## config.mk

```make
export PLATFORM = sky130hd
export DESIGN_NAME = pcg_top
export DESIGN_NICKNAME = d
export VERILOG_FILES = /design/src/rtl/pcg_pkg.sv /design/src/rtl/pcg_feed_if.sv /design/src/rtl/pcg_fifo.sv /design/src/rtl/pcg_engine.sv /design/src/rtl/pcg_top.sv
export VERILOG_INCLUDE_DIRS = /design/src /design/src/rtl
export SDC_FILE = /design/constraint.sdc
export NUM_CORES = 1
export LEC_CHECK = 0
export BUFFER_PORTS_ARGS = -buffer_cell sky130_fd_sc_hd__buf_2
export CORE_AREA = 2 2 169 171
export CTS_BUF_LIST = sky130_fd_sc_hd__clkbuf_16
export CTS_CLUSTER_DIAMETER = 150
export CTS_CLUSTER_SIZE = 30
export DETAILED_ROUTE_END_ITERATION = 8
export DIE_AREA = 0 0 171 173
export PLACE_DENSITY = 0.61
export SLEW_MARGIN = 10
export SYNTH_ARGS = -nofsm -noshare
export SYNTH_HDL_FRONTEND = slang
export SYNTH_HIERARCHICAL = 1
export SYNTH_SLANG_ARGS = --single-unit
```

## constraint.sdc

```tcl
create_clock -name core_clk -period 5.7 [get_ports core_clk]
set_clock_uncertainty 0.05 [all_clocks]
set_input_delay 1.14 -clock core_clk [delete_from_list [all_inputs] [get_ports core_clk]]
set_output_delay 1.14 -clock core_clk [all_outputs]
set_load 0.03 [all_outputs]
```

## src/rtl/pcg_consts.svh

```systemverilog
`ifndef PCG_CONSTS_SVH
`define PCG_CONSTS_SVH

// Register selects on the special function register port
`define PCG_REG_CTRL 2'h0
`define PCG_REG_TAPS 2'h1
`define PCG_REG_DATA 2'h2
`define PCG_REG_SHIFT 2'h3

// Control/status field positions
`define PCG_IDLE_STOP_BIT 13
`define PCG_FILL_LSB 8
`define PCG_FILL_MSB 12
`define PCG_FULL_BIT 7
`define PCG_EMPTY_BIT 6
`define PCG_GO_BIT 4
`define PCG_POLY_LENGTH_LSB 0
`define PCG_POLY_LENGTH_MSB 3

// Reset values
`define PCG_POLY_LENGTH_RST 4'h0
`define PCG_TAPS_RST 15'h0000
`define PCG_CRC_RST 16'h0000

// Storage geometry and mode threshold
`define PCG_FIFO_BYTES 5'h10
`define PCG_BYTE_MODE_MAX_POLY_LENGTH 4'h7
`define PCG_BYTE_LAST_BIT 4'h7
`define PCG_WORD_LAST_BIT 4'hF

`endif

```

## src/rtl/pcg_pkg.sv

```systemverilog
package pcg_pkg;

  // Shifter control states, Gray coded along idle -> run -> halted
  typedef enum logic [1:0] {
    PCG_ST_IDLE = 2'b00,
    PCG_ST_RUN = 2'b01,
    PCG_ST_HALT = 2'b11
  } pcg_state_t;

  typedef logic [7:0] pcg_byte_t;
  typedef logic [15:0] pcg_word_t;

endpackage : pcg_pkg

```

## src/rtl/pcg_feed_if.sv

```systemverilog
`timescale 1ns/1ps
// Head-of-FIFO entry offered to the serial shifter
interface pcg_feed_if;
  logic valid;
  logic wide;
  pcg_pkg::pcg_word_t data;
  logic pop;

  modport fifo (output valid, output wide, output data, input pop);
  modport shifter (input valid, input wide, input data, output pop);
endinterface : pcg_feed_if

```

## src/rtl/pcg_fifo.sv

```systemverilog
`timescale 1ns/1ps
`include "pcg_consts.svh"

module pcg_fifo #(
  parameter int DEPTH_BYTES = 16
) (
  input wire logic core_clk,
  input wire logic srst,
  input wire logic wr_en,
  input wire logic [1:0] wr_be,
  input wire logic [15:0] wr_data,
  input wire logic byte_mode,
  pcg_feed_if.fifo feed,
  output logic [4:0] fill_count,
  output logic full,
  output logic empty
);
  pcg_pkg::pcg_byte_t mem [DEPTH_BYTES];
  logic [3:0] wr_ptr;
  logic [3:0] rd_ptr;
  logic [4:0] bytes;

  wire [4:0] n_in = {4'h0, wr_be[0]} + {4'h0, wr_be[1]};
  wire [4:0] n_out = byte_mode ? 5'h01 : 5'h02;
  // Overflowing writes are dropped rather than wrapping onto live data
  wire accept = wr_en && (n_in != 5'h00) && ((bytes + n_in) <= `PCG_FIFO_BYTES);
  wire take = feed.pop && feed.valid;
  wire [4:0] next_bytes = bytes + (accept ? n_in : 5'h00) - (take ? n_out : 5'h00);
  wire [7:0] lone_byte = wr_be[0] ? wr_data[7:0] : wr_data[15:8];
  wire [3:0] rd_ptr_hi = rd_ptr + 4'h1;

  // Entry count: bytes in byte mode, whole words otherwise (odd byte waits)
  assign fill_count = byte_mode ? bytes : {1'b0, bytes[4:1]};
  assign full = (bytes == `PCG_FIFO_BYTES);
  assign empty = (fill_count == 5'h00);
  assign feed.valid = !empty;
  assign feed.wide = !byte_mode;
  // Entries left aligned so the shifter always starts at bit 15
  assign feed.data = byte_mode ? {mem[rd_ptr], 8'h00} : {mem[rd_ptr_hi], mem[rd_ptr]};

  // Pointer and count update; storage itself needs no reset
  always_ff @(posedge core_clk) begin
    if (srst) begin
      wr_ptr <= 4'h0;
      rd_ptr <= 4'h0;
      bytes <= 5'h00;
    end else begin
      bytes <= next_bytes;
      if (accept) begin
        wr_ptr <= wr_ptr + n_in[3:0];
      end
      if (take) begin
        rd_ptr <= rd_ptr + n_out[3:0];
      end
    end
  end

  // Byte lanes land little endian, low lane first
  always_ff @(posedge core_clk) begin
    if (accept && (n_in == 5'h02)) begin
      mem[wr_ptr] <= wr_data[7:0];
      mem[wr_ptr + 4'h1] <= wr_data[15:8];
    end else if (accept) begin
      mem[wr_ptr] <= lone_byte;
    end
  end
endmodule : pcg_fifo

```

## src/rtl/pcg_engine.sv

```systemverilog
`timescale 1ns/1ps
`include "pcg_consts.svh"

module pcg_engine #(
  parameter int WIDTH = 16
) (
  input wire logic core_clk,
  input wire logic srst,
  input wire logic load,
  input wire logic [WIDTH-1:0] load_value,
  input wire logic shift,
  input wire logic in_bit,
  input wire logic [WIDTH-1:1] taps,
  input wire logic [3:0] poly_length,
  output logic [WIDTH-1:0] crc
);
  logic [WIDTH-1:0] next_crc;
  logic [WIDTH-1:0] len_mask;
  // Feedback taken from the register bit the length selects
  wire feedback = in_bit ^ crc[poly_length];

  // Bit 0 always takes feedback: the constant term
  assign len_mask[0] = 1'b1;
  assign next_crc[0] = feedback;
  for (genvar n = 1; n < WIDTH; n++) begin : g_stage
    assign len_mask[n] = (n <= int'(poly_length));
    assign next_crc[n] = (crc[n-1] ^ (taps[n] & feedback)) & len_mask[n];
  end

  // Direct write wins over a shift in the same cycle
  always_ff @(posedge core_clk) begin
    if (srst) begin
      crc <= `PCG_CRC_RST;
    end else if (load) begin
      crc <= load_value & len_mask;
    end else if (shift) begin
      crc <= next_crc;
    end
  end
endmodule : pcg_engine

```

## src/rtl/pcg_top.sv

```systemverilog
`timescale 1ns/1ps
`include "pcg_consts.svh"

// How it works
// - Software programs polynomial taps and length.
// - FIFO is 8x16 or 16x8.
// - Register port, FIFO, interrupt, engine feed.
// - Bit-serial XOR shifter divides the stream.
// - Four registers mapped on the register port.
// - Tap register picks feedback XOR terms.
// - Data register feeds FIFO; shift register holds result.
// - Idle-stop halts shifting during system idle.
// - Read-only five-bit FIFO fill count.
// - Fill limit 8 words or 16 bytes.
// - Full flag reads one when FIFO full.
// - Empty flag reads one, resets to one.
// - Shift-enable one starts the serial shifter.
// - Clearing shift-enable stops only once empty.
// - Polynomial length is field plus one.
// - Bits 15, 14, 5 read zero.
// - Tap bits 15..1 add terms; x0 always.
// - Byte mode: byte adds one, word two.
// - Shift MSb first, only while running, nonempty.
// - Entry finished: count drops, full clears.

module pcg_top (
  input wire logic core_clk,
  input wire logic srst,
  input wire logic [1:0] sfr_sel,
  input wire logic sfr_wr,
  input wire logic sfr_rd,
  input wire logic [1:0] sfr_be,
  input wire logic [15:0] sfr_wdata,
  output logic [15:0] sfr_rdata,
  input wire logic sys_idle,
  output logic irq_pulse
);
  // Control fields
  logic idle_stop;
  logic shift_enable;
  logic [3:0] poly_length;
  logic [15:1] polynomial_taps;

  // Shifter state and delayed empty flag
  pcg_pkg::pcg_state_t state;
  pcg_pkg::pcg_state_t next_state;
  logic [3:0] bit_idx;
  logic empty_d;

  // FIFO status and checksum value
  logic [4:0] fifo_fill_count;
  logic fifo_full_flag;
  logic fifo_empty_flag;
  logic [15:0] crc_value;

  pcg_feed_if feed ();

  // Register select decode
  wire sel_ctrl = (sfr_sel == `PCG_REG_CTRL);
  wire sel_taps = (sfr_sel == `PCG_REG_TAPS);
  wire sel_data = (sfr_sel == `PCG_REG_DATA);
  wire sel_shift = (sfr_sel == `PCG_REG_SHIFT);

  // Byte lane strobes per register
  wire wr_ctrl_lo = sfr_wr && sel_ctrl && sfr_be[0];
  wire wr_ctrl_hi = sfr_wr && sel_ctrl && sfr_be[1];
  wire wr_taps_lo = sfr_wr && sel_taps && sfr_be[0];
  wire wr_taps_hi = sfr_wr && sel_taps && sfr_be[1];
  wire wr_data = sfr_wr && sel_data;
  // A partial write to the shift register only makes sense as a whole word
  wire wr_shift = sfr_wr && sel_shift && (sfr_be == 2'b11);

  // Mode selection from the length field
  wire byte_mode = (poly_length <= `PCG_BYTE_MODE_MAX_POLY_LENGTH);
  wire halt = idle_stop && sys_idle;

  // Shifting happens only in run with an entry waiting
  wire shift_step = (state == pcg_pkg::PCG_ST_RUN) && feed.valid && !wr_shift;
  wire [3:0] last_idx = feed.wide ? `PCG_WORD_LAST_BIT : `PCG_BYTE_LAST_BIT;
  wire entry_done = shift_step && (bit_idx == last_idx);
  wire in_bit = feed.data[4'hF - bit_idx];

  assign feed.pop = entry_done;

  // Read views of each register
  wire [15:0] ctrl_view = {
    2'b00,
    idle_stop,
    fifo_fill_count,
    fifo_full_flag,
    fifo_empty_flag,
    1'b0,
    shift_enable,
    poly_length
  };
  wire [15:0] taps_view = {polynomial_taps, 1'b0};
  // The data register is write only and reads as zero
  wire [15:0] read_mux = sel_ctrl ? ctrl_view :
                         sel_taps ? taps_view :
                         sel_shift ? crc_value : 16'h0000;

  // Control register write; unimplemented bits are simply not stored
  always_ff @(posedge core_clk) begin
    if (srst) begin
      idle_stop <= 1'b0;
      shift_enable <= 1'b0;
      poly_length <= `PCG_POLY_LENGTH_RST;
    end else begin
      if (wr_ctrl_hi) begin
        idle_stop <= sfr_wdata[`PCG_IDLE_STOP_BIT];
      end
      if (wr_ctrl_lo) begin
        shift_enable <= sfr_wdata[`PCG_GO_BIT];
        poly_length <= sfr_wdata[`PCG_POLY_LENGTH_MSB:`PCG_POLY_LENGTH_LSB];
      end
    end
  end

  // Polynomial tap register, byte lanes written independently
  always_ff @(posedge core_clk) begin
    if (srst) begin
      polynomial_taps <= `PCG_TAPS_RST;
    end else begin
      if (wr_taps_lo) begin
        polynomial_taps[7:1] <= sfr_wdata[7:1];
      end
      if (wr_taps_hi) begin
        polynomial_taps[15:8] <= sfr_wdata[15:8];
      end
    end
  end

  // Next shifter state
  always_comb begin
    next_state = state;
    unique case (state)
      pcg_pkg::PCG_ST_IDLE: begin
        if (shift_enable && feed.valid && !halt) begin
          next_state = pcg_pkg::PCG_ST_RUN;
        end
      end
      pcg_pkg::PCG_ST_RUN: begin
        if (halt) begin
          next_state = pcg_pkg::PCG_ST_HALT;
        end else if (!shift_enable && fifo_empty_flag) begin
          next_state = pcg_pkg::PCG_ST_IDLE;
        end
      end
      pcg_pkg::PCG_ST_HALT: begin
        if (!halt) begin
          next_state = pcg_pkg::PCG_ST_RUN;
        end
      end
      default: begin
        next_state = pcg_pkg::PCG_ST_IDLE;
      end
    endcase
  end

  // State register
  always_ff @(posedge core_clk) begin
    if (srst) begin
      state <= pcg_pkg::PCG_ST_IDLE;
    end else begin
      state <= next_state;
    end
  end

  // Bit position inside the head entry, held across halts
  always_ff @(posedge core_clk) begin
    if (srst) begin
      bit_idx <= 4'h0;
    end else if (entry_done) begin
      bit_idx <= 4'h0;
    end else if (shift_step) begin
      bit_idx <= bit_idx + 4'h1;
    end
  end

  // Interrupt on the FIFO draining while the shifter is active
  always_ff @(posedge core_clk) begin
    if (srst) begin
      empty_d <= 1'b1;
      irq_pulse <= 1'b0;
    end else begin
      empty_d <= fifo_empty_flag;
      irq_pulse <= fifo_empty_flag && !empty_d && (state != pcg_pkg::PCG_ST_IDLE);
    end
  end

  // Registered read data, zero when not reading
  always_ff @(posedge core_clk) begin
    if (srst) begin
      sfr_rdata <= 16'h0000;
    end else begin
      sfr_rdata <= sfr_rd ? read_mux : 16'h0000;
    end
  end

  // Input FIFO
  pcg_fifo #(
    .DEPTH_BYTES(16)
  ) u_fifo (
    .core_clk(core_clk),
    .srst(srst),
    .wr_en(wr_data),
    .wr_be(sfr_be),
    .wr_data(sfr_wdata),
    .byte_mode(byte_mode),
    .feed(feed),
    .fill_count(fifo_fill_count),
    .full(fifo_full_flag),
    .empty(fifo_empty_flag)
  );

  // Checksum shifter
  pcg_engine #(
    .WIDTH(16)
  ) u_engine (
    .core_clk(core_clk),
    .srst(srst),
    .load(wr_shift),
    .load_value(sfr_wdata),
    .shift(shift_step),
    .in_bit(in_bit),
    .taps(polynomial_taps),
    .poly_length(poly_length),
    .crc(crc_value)
  );
endmodule : pcg_top

```

; ---- Word-level counts from Yosys, hierarchy flattened
; Memories as Yosys holds them, arrays and structs flattened. A register that Yosys moved wholly into a read port is not among the register bits.
; Index checks and enable logic that the tools add are counted.
[word_totals]
reg_bits = 74
ramBits = 128
in_bits = 25
out_inout_bits = 17
elab_cells = 172
n_memories = 1
[op_classes]
addsub = 10
order_cmp = 19
eq_ne = 12
n_mux = 29
n_bitwise = 49
n_reduce_logical = 37
[memory_table]
columns = name, depth, width, read_ports, rd_clocked_by_memory_dff, wr, line_no
row1 = u_fifo.mem, 16, 8, 2, 1, 2, pcg_fifo.sv:18  ; pcg_pkg::pcg_byte_t mem [DEPTH_BYTES];
[ops]
columns = operator, count
row1 = $mux W16, 5
row2 = $le A4 B4 Y1 const A, 8
row3 = $and A1 B1 Y1, 30
row4 = $logic_and A1 B1 Y1, 22
row5 = $and A16 B16 Y16, 1
row6 = $le A3 B4 Y1 const A, 4
row7 = $mux W8, 2
row8 = $xor A1 B1 Y1, 16
row9 = $mux W5, 3
row10 = $mux W14, 1
row11 = $add A4 B1 Y4 const B, 3
row12 = $mux W4, 3
row13 = $add A5 B5 Y5, 2
row14 = $lt A4 B5 Y1 const B, 2
row15 = $mux W2, 5
row16 = $add A4 B4 Y4, 2
row17 = $bmux W1 S4, 2
row18 = $eq A2 B2 Y1 const B, 4
row19 = $le A2 B4 Y1 const A, 2
row20 = $mux W1, 7
row21 = $pmux W2 S3, 1
row22 = $eq A5 B2 Y1 const B, 1
row23 = $eq A5 B5 Y1 const B, 1
row24 = $le A5 B5 Y1 const B, 1
row25 = 19 further kinds, 28

; ---- Longest topological paths before layout
; Gate-level depths: netlist of the first run.
; An unclocked memory read counts as a cell.
[logic_depth]
ltp_word = 11
mapped_depth = 19

; ---- Hierarchy
; Netlist of the first run, hierarchy kept.
[by_module_without_submodules]
columns = mod, instances, cells_each, area_per_inst_um2, seq_area_each_um2
row1 = pcg_fifo, 1, 629, 9440.3, 4184.0
row2 = pcg_top, 1, 228, 2063.2, 900.9
row3 = pcg_engine, 1, 177, 1388.8, 320.3

; ---- Least setup slack after synthesis of the first run
; Ideal clock, no wire load.
[synth_timing]
path_type = input to register
from = input port sfr_be[0]
to = register u_fifo.bytes[4]
setup_ns = 0.070
arrival_time_ns = 4.452
t_required_ns = 5.580
slack_ns = 1.128
path_stages = 17
cell_sequence = ha_1 -> buf_2 -> xor2_1 -> ha_1 -> nor2_1 -> nor4b_1 -> mux2i_1 -> a21oi_4 -> buf_6 -> nand2_1 -> fa_1 -> fa_1 -> inv_1 -> a21oi_1 -> nor2_1 -> or3_1 -> a21oi_1
[synth_between]
elab_chain_cells = 8
elab_cells_between_ends = 16
classes_between = 4 x add/sub / 1 x order compare / 1 x eq/ne / 2 x mux / 8 x reduce/logical
[synth_lines]
columns = element, line_no
row1 = start: declaration, pcg_top.sv:32  ; input wire logic [1:0] sfr_be,
row2 = branches (longest 7 deep; another with $add A5 B5 Y5), n/a
row3 = $sub A5 B5 Y5 (*), pcg_fifo.sv:28  ; wire [4:0] next_bytes = bytes + (accept ? n_in : 5'h00) - (take ? n_out : 5'h00);
row4 = end signal: assignment, pcg_fifo.sv:48  ; bytes <= next_bytes;
row5 = end: declaration, pcg_fifo.sv:21  ; logic [4:0] bytes;
; Every way passes the cells marked *.
; A chain may end at the register's enable or synchronous reset.

; ---- Worst setup path in the final report of the first run
[layout_timing]
from = register u_fifo.rd_ptr[1]
to = register u_engine.crc[13]
[layout_between]
elab_chain_cells = 11
[layout_lines]
columns = element, line_no
row1 = start: declaration, pcg_fifo.sv:20  ; logic [3:0] rd_ptr;
row2 = start signal: assignment, pcg_fifo.sv:53  ; rd_ptr <= rd_ptr + n_out[3:0];
row3 = $add A4 B1 Y4, pcg_fifo.sv:30  ; wire [3:0] rd_ptr_hi = rd_ptr + 4'h1;
row4 = $mem_v2 Z16 W8, n/a
row5 = $mux W16, pcg_fifo.sv:39  ; assign feed.data = byte_mode ? {mem[rd_ptr], 8'h00} : {mem[rd_ptr_hi], mem[rd_ptr]};
row6 = named net feed.data[14], pcg_feed_if.sv:6  ; pcg_pkg::pcg_word_t data;
row7 = $bmux W1 S4, pcg_top.sv:81  ; wire in_bit = feed.data[4'hF - bit_idx];
row8 = $mux W1 (implied by the code), pcg_top.sv:81
row9 = named net in_bit, pcg_top.sv:81
row10 = $xor A1 B1 Y1, pcg_engine.sv:20  ; wire feedback = in_bit ^ crc[poly_length];
row11 = $and A1 B1 Y1, pcg_engine.sv:27  ; assign next_crc[n] = (crc[n-1] ^ (taps[n] & feedback)) & len_mask[n];
row12 = $xor A1 B1 Y1, pcg_engine.sv:27
row13 = $and A1 B1 Y1, pcg_engine.sv:27
row14 = $mux W16, pcg_engine.sv:36  ; end else if (shift) begin
row15 = $mux W16, pcg_engine.sv:34  ; end else if (load) begin
row16 = end signal: assignment, pcg_engine.sv:33  ; crc <= `PCG_CRC_RST;
row17 = end signal: assignment, pcg_engine.sv:35  ; crc <= load_value & len_mask;
row18 = end signal: assignment, pcg_engine.sv:37  ; crc <= next_crc;
row19 = end: declaration, pcg_engine.sv:15  ; output logic [WIDTH-1:0] crc
; The timed path passes the listed nets, and every way through them passes these cells. The select of a mux whose other input is x is not followed.

==> results.toml, run 1 <==
[worst_hold_path]
hold_end = "irq_pulse$_SDFF_PP0_"
min_path_type = "flip-flop to flip-flop"
holdCritStartpoint = "empty_d$_SDFF_PP1_"
hold_depth = 1

[timing]
final-hold-violation-count = 0
setup_viol = 0
worst_slack_ns = 1.08
layout_min_cycle_time_ns = 4.62
timing.fmax_ghz = 0.216
maxSlewHeadroom_pct = 24.2
drv_slew = 0
worst-slew-pin-transition_ns = 1.14
period_share_pct = 81.0
grt_setup_unrepaired = "false"
setup_tns_ns = 0

[power]
p_sw_share_pct = 26.8
netSwitchingPower_mw = 0.800
internal-power_mw = 2.19
combinationalPowerShare_pct = 15.9
p_leak_nw = 4.89
pwr-share-clk_pct = 29.2
power_frac_seq_pct = 55.0
ir_worst_vdd_mv = 0.187
power_density_mw_per_mm2 = 218

[global_routing]
groute.usage.overall_pct = 23.7
grt_start_max_net_pins = 39
overflow = 0
grt_pass1_vias = 8563
antenna_found_initial = 0
grt_pass1_wl_mm = 53.1

[finish]
nets = 1082
multi_input_area_mm2 = 0.00700
seq_area_mm2 = 0.00541
diodes = 0
drive_above_1_share_pct = 30.1
fill_cells = 2543
syn2layout_area_growth_pct = 6.22

[placed_design]
portBuffers = 41
dp_hpwl_mm = 24.3
dp_slack_ns = 0.870
gp_congestion = 0.862

[yosys]
async_flop_share_pct = 0
synth_fp_nets = 1084
netlist_area_mm2 = 0.0129
syn_inst = 1034
avgSynthCellArea_um2 = 12.5
ys_seq_area_share_pct = 41.9
yosysMostFrequentCell = "edfxtp_1"
synth_top_area_share_pct = 29.8
ys_types = 69
synth-seq-cells = 206
ys.flop_type = "edfxtp_1"
yosysWarnings = 6
synth_area_leaders = "edfxtp_1 (30%), mux4_2 (12%), dfxtp_1 (12%)"
synth_edf_count = 128
synth_common_cells = "edfxtp_1 (128), nor2_1 (90), mux2_4 (80), dfxtp_1 (78), mux4_2 (70)"
yosys.area.top_type = "edfxtp_1"

[critical_path]
critical_path_depth = 14
rr_endpoint = "u_engine/crc[13]$_SDFFE_PP0P_"
worstSetupPathType = "flip-flop to flip-flop"
path_cells = "ha_1 > xor2_2 > buf_4 > mux2i_1 > a222oi_1 > mux4_2 > nor2b_1 > a211oi_1 > a21oi_1 > nor2b_1 > mux2i_4 > nand3_1 > xor2_1 > a211oi_1"
critPathMaxStageDelay_ns = 0.79
critPathLaunch = "u_fifo/rd_ptr[1]$_SDFFE_PP0P_"
start_kind = "flip-flop"
crit_slowest_cell = "xor2_2"
arrival_ns = 4.96
r2r_cells = 14
worstPathRequired_ns = 6.04
r2r_setup_slack_ns = 1.08
worst_setup_path_end_kind = "flip-flop"
r2r_start = "u_fifo/rd_ptr[1]$_SDFFE_PP0P_"
path_buf_inv = 1
cp_top_family = "multiplexers"
cp_max_fo = 16

[cts]
numCtsBuffers = 10
cts_setup_buffers = 0
clock_latency_ns = 0.48
cts_tree = "yes"
clkTransAtPathRegs_ns = 0.11
postCtsHoldBufs = 0
cts_sinks = 206
cts_htree_levels = 1
cts_root_buf = "clkbuf_16"
postCtsResizedCells = 0
cts_buffer_depth = 3

[floorplanning]
die_area_mm2 = 0.0296
coreArea_mm2 = 0.0276
io_pins = 42
start_util_pct = 46.7
die_w_um = 171
rows = 61
die_height_um = 173

[detailed_routing]
wirelength_mm = 34.8
wl_met2_mm = 15.9
drc = 0
vias = 8606
wire_per_inst_um = 24.6
firstDrtPassIters = 7
met3_length_mm = 2.55
dr.max_layer_used = "met4"
ant_nets = 0
drtIter0Drc = 956
m1WireLength_mm = 15.5
vias_per_cell = 6.09

[flow_run]
maxCapViolCount = 0

[outcome]
status = "finished clean"
cell usage in the layout (no fill, tap or decap), types with 29 or more instances in the layout:
cell type	instances
a21oi_1	53
buf_2	41
dfxtp_1	76
edfxtp_1	128
mux2_2	44
mux2_4	80
mux2i_1	57
mux4_2	70
nand2_1	45
nand3_1	29
nor2_1	89
o21ai_0	34
power groups by stage:
stage	sequential, mW	combinational (mW)	clock, mW
final	1.64	0.474	0.871
after global routing	1.65	0.518	0.933
after CTS	1.64	0.471	0.890
after detailed placement	1.67	0.469	0
after global placement	1.67	0.465	0
after floorplan	1.66	0.354	0
state kept, by name (all words and copies together), names as in the netlist, named ones only:
| register | flops |
|---|---|
| bit_idx | 4 |
| empty_d | 1 |
| idle_stop | 1 |
| irq_pulse | 1 |
| poly_length | 4 |
| polynomial_taps | 15 |
| sfr_rdata | 16 |
| shift_enable | 1 |
| state | 2 |
| u_engine/crc | 16 |
| u_fifo/bytes | 5 |
| u_fifo/mem | 128 |
| u_fifo/rd_ptr | 4 |
| u_fifo/wr_ptr | 4 |
metrics by stage:
| step | util (%) | instance area, um2 | cells | total power [mW] | hold WS (ns) |
|---|---|---|---|---|---|
| global route | 49.6 | 13700 | 1414 | 3.10 | 0.380 |
| global placement | 48.4 | 13400 | 1398 | 2.14 | 0.340 |
| detailed placement | 48.4 | 13400 | 1398 | 2.14 | 0.341 |
| floorplan | - | 12900 | 1034 | 2.02 | 0.324 |
| finish | 49.6 | 13700 | 1414 | 2.99 | 0.357 |
| CTS | 49.6 | 13700 | 1414 | 3.00 | 0.362 |
layer usage:
| metal | up-vias | global-route usage, % |
|---|---|---|
| li1 | 3908 | - |
| met1 | 4334 | 34.1 |
| met2 | 320 | 37.3 |
| met3 | 44 | 3.91 |
| met4 | 0 | 6.32 |
| met5 | - | 0 |
how the worst max path moves through the flow:
stage                                          to  slack, ns
floorplan              u_fifo/bytes[4]$_SDFF_PP0_       1.13
global placement       u_fifo/bytes[4]$_SDFF_PP0_       1.00
detailed placement     u_fifo/bytes[4]$_SDFF_PP0_       0.87
CTS                 u_engine/crc[13]$_SDFFE_PP0P_       1.16
global route        u_engine/crc[13]$_SDFFE_PP0P_       0.77
finish              u_engine/crc[13]$_SDFFE_PP0P_       1.08
final cells by class:
cell class / instances / area share (%)
Clock buffer: 12 / 2.19
Clock inverter: 4 / 0.110
Inverter: 24 / 0.658
Multi-Input combinational cell: 723 / 51.1
Sequential cell: 206 / 39.5
Tap cell: 378 / 3.45
Timing Repair Buffer: 67 / 3.02
cells by family (layout without fill, tap and decap cells):
family	after synthesis	after routing	synth area share, %
compound gates	164	164	8.50
xor+xnor	27	27	1.83
fa+ha+maj	25	25	2.60
buf+inv	105	107	3.89
flops	206	206	41.9
mux	259	259	30.6
simple gates	248	248	10.6
Note: power is estimated with default switching activity, not from simulation.
==> inputs of run 2 (changes only) <==
--- a/config.mk
+++ b/config.mk
@@ -6,14 +6,15 @@
 export SDC_FILE = /design/constraint.sdc
 export NUM_CORES = 1
 export LEC_CHECK = 0
+export ABC_AREA = 1
 export BUFFER_PORTS_ARGS = -buffer_cell sky130_fd_sc_hd__buf_2
-export CORE_AREA = 2 2 169 171
+export CORE_AREA = 2 2 177 179
 export CTS_BUF_LIST = sky130_fd_sc_hd__clkbuf_16
 export CTS_CLUSTER_DIAMETER = 150
 export CTS_CLUSTER_SIZE = 30
 export DETAILED_ROUTE_END_ITERATION = 8
-export DIE_AREA = 0 0 171 173
-export PLACE_DENSITY = 0.61
+export DIE_AREA = 0 0 179 181
+export PLACE_DENSITY = 0.63
 export SLEW_MARGIN = 10
 export SYNTH_ARGS = -nofsm -noshare
 export SYNTH_HDL_FRONTEND = slang
==> constraint.sdc (replaced) <==
create_clock -name core_clk -period 4.1 [get_ports core_clk]
set_clock_uncertainty 0.05 [all_clocks]
set_input_delay 0.82 -clock core_clk [delete_from_list [all_inputs] [get_ports core_clk]]
set_output_delay 0.82 -clock core_clk [all_outputs]
set_load 0.03 [all_outputs]
==> results.toml, run 2 <==
[global_routing]
groute.usage.overall_pct = 31.2
grtUsageMet1_pct = 44.8
grt_pass1_wl_mm = 77.6
use_met3_pct = 5.64
busiest_layer = "met2"
antenna_found_initial = 0
gr-usage-met2_pct = 46.2
overflow = 0
grt_pass1_vias = 13000
grt_start_max_net_pins = 77

[yosys]
synth-seq-cells = 206
ys_types = 42
ys_seq_area_share_pct = 38.0
yosysMostFrequentCell = "nand2_1"
netlist_area_mm2 = 0.0142
async_flop_share_pct = 0
avgSynthCellArea_um2 = 7.21
synth_top_area_share_pct = 27.1
synth_edf_count = 128
yosysWarnings = 6
syn_inst = 1969
synth_area_leaders = "edfxtp_1 (27%), nand3_1 (14%), nand2_1 (12%)"
ys.flop_type = "edfxtp_1"
synth_fp_nets = 2019
synth_common_cells = "nand2_1 (462), nand3_1 (409), inv_1 (198), edfxtp_1 (128), o21ai_0 (128)"
yosys.area.top_type = "edfxtp_1"

[detailed_routing]
wire_per_inst_um = 21.7
vias = 14200
vias_per_cell = 6.04
ant_nets = 0
drc = 0
drtIter0Drc = 1733
wirelength_mm = 51.0
firstDrtPassIters = 7

[worst_hold_path]
hold_end = "irq_pulse$_SDFF_PP0_"
min_path_type = "flip-flop to flip-flop"
holdCritStartpoint = "empty_d$_SDFF_PP1_"
hold_depth = 1

[placed_design]
placed_area_mm2 = 0.0147
dp_slack_ns = 0.126
dp_hpwl_mm = 33.3
portBuffers = 41
gp_congestion = 0.934

[timing]
maxSlewHeadroom_pct = 21.7
setup_tns_ns = 0
setup_viol = 0
layout_min_cycle_time_ns = 3.71
worst-slew-pin-transition_ns = 1.17
worst_slack_ns = 0.394
hold_slack_ns = 0.343
grt_setup_unrepaired = "false"
final-hold-violation-count = 0
period_share_pct = 90.4
timing.fmax_ghz = 0.270
drv_slew = 0

[floorplanning]
die_area_mm2 = 0.0324
die_height_um = 181
coreArea_mm2 = 0.0303
io_pins = 42
rows = 64
start_util_pct = 46.8
die_w_um = 179

[finish]
diodes = 0
top_regs = "u_fifo/mem x128, sfr_rdata x16, u_engine/crc x16"
nets = 1999
top_register = "u_fifo/mem"
largest_register_ffs = 128
syn2layout_area_growth_pct = 5.79
drive_above_1_share_pct = 9.84
fin_area_mm2 = 0.0150
final_cell_mix = "nand2_1 (462), nand3_1 (409), inv_1 (200)"
layout_commonest_cell = "nand2_1"

[outcome]
status = "finished clean"

[cts]
clkTransAtPathRegs_ns = 0.11
postCtsHoldBufs = 0
numCtsBuffers = 10
cts_sinks = 206
clock_latency_ns = 0.49
postCtsResizedCells = 0
cts_htree_levels = 1
cts_setup_buffers = 0
cts_buffer_depth = 3
cts_tree = "yes"
cts_root_buf = "clkbuf_16"

[critical_path]
start_kind = "flip-flop"
worstPathRequired_ns = 4.41
r2r_cells = 21
worstSetupPathType = "flip-flop to flip-flop"
r2r_start = "u_fifo/rd_ptr[0]$_SDFFE_PP0P_"
cp_max_fo = 32
r2r_setup_slack_ns = 0.39
rr_endpoint = "u_engine/crc[1]$_SDFFE_PP0P_"
worst_setup_path_end_kind = "flip-flop"
arrival_ns = 4.02

[power]
pwr-share-clk_pct = 27.6
combinationalPowerShare_pct = 21.0
power_density_mw_per_mm2 = 300
power_frac_seq_pct = 51.3
ir_worst_vdd_mv = 0.317
p_leak_nw = 6.32
netSwitchingPower_mw = 1.42
p_sw_share_pct = 31.5
internal-power_mw = 3.09

[flow_run]
maxCapViolCount = 0
[run 2: worst max-delay path by stage]
stage / cells after the start / slack [ns] / end / from
global placement: 22 / 0.13 / u_fifo/bytes[4]$_SDFF_PP0_ / sfr_be[1]
finish: 21 / 0.39 / u_engine/crc[1]$_SDFFE_PP0P_ / u_fifo/rd_ptr[0]$_SDFFE_PP0P_
global route: 21 / 0.1 / u_engine/crc[1]$_SDFFE_PP0P_ / u_fifo/rd_ptr[0]$_SDFFE_PP0P_
detailed placement: 17 / 0.13 / u_fifo/mem[12][6]$_DFFE_PP_ / sfr_be[1]
floorplan: 23 / 0.008 / u_fifo/bytes[4]$_SDFF_PP0_ / sfr_be[0]
CTS: 21 / 0.50 / u_engine/crc[1]$_SDFFE_PP0P_ / u_fifo/rd_ptr[1]$_SDFFE_PP0P_
[run 2: worst max-delay path, cell delays in order (launching register included)]
cell     delay, ns
dfxtp_2       0.36
inv_1         0.84
buf_12        0.27
a21oi_1       0.08
o21ai_0       0.07
nand3_1       0.14
nand3_1       0.18
nand2_1       0.07
nand2_1       0.05
o21ai_0       0.07
inv_1         0.08
nand2_1       0.06
nand3_1       0.11
nand3_1       0.09
nand3_1       0.07
nand2_1       0.13
o21ai_4       0.34
nand3_1       0.17
nand2_1       0.10
nand3_1       0.06
nand2_1       0.11
a21oi_2       0.05
[run 2: layout make-up]
type / instances / area (um2)
fill: 3015 / 15300
multi-input combinational: 1415 / 7270
sequential: 206 / 5410
inverter: 215 / 807
timing repair buffer: 101 / 731
tap: 396 / 495
clock buffer: 11 / 275
clock inverter: 4 / 41.3
[run 2: per-stage QoR]
stage / utilization [%] / power (mW) / cells
after floorplan: - / 3.04 / 1969
after global placement: 48.5 / 3.27 / 2333
after detailed placement: 48.5 / 3.28 / 2333
after CTS: 49.5 / 4.49 / 2348
after global routing: 49.5 / 4.68 / 2348
final: 49.5 / 4.50 / 2348
[run 2: power by group through the flow]
stage               Sequential [mW]  Combinational (mW)  Clock, mW
global placement               2.36               0.913          0
floorplan                      2.34               0.700          0
global route                   2.32                1.04       1.32
CTS                            2.31               0.929       1.26
finish                         2.31               0.947       1.24
detailed placement             2.36               0.928          0
[run 2: logic make-up (layout without fill, tap and decap cells)]
logic type,after synthesis,count (layout),synth area share [%]
simple gates,1047,1047,34.9
buf+inv,348,331,11.0
compound gates,336,336,13.2
flops,206,206,38.0
fa+ha+maj,25,25,2.36
xor+xnor,7,7,0.484
[run 2: per-layer routing]
layer	part of all wire [%]	routed length [um]	up-vias
met5	0	0	-
met4	4.3	2210	0
met3	11	5840	147
met2	44	22300	881
met1	40	20700	6543
li1	-	-	6613
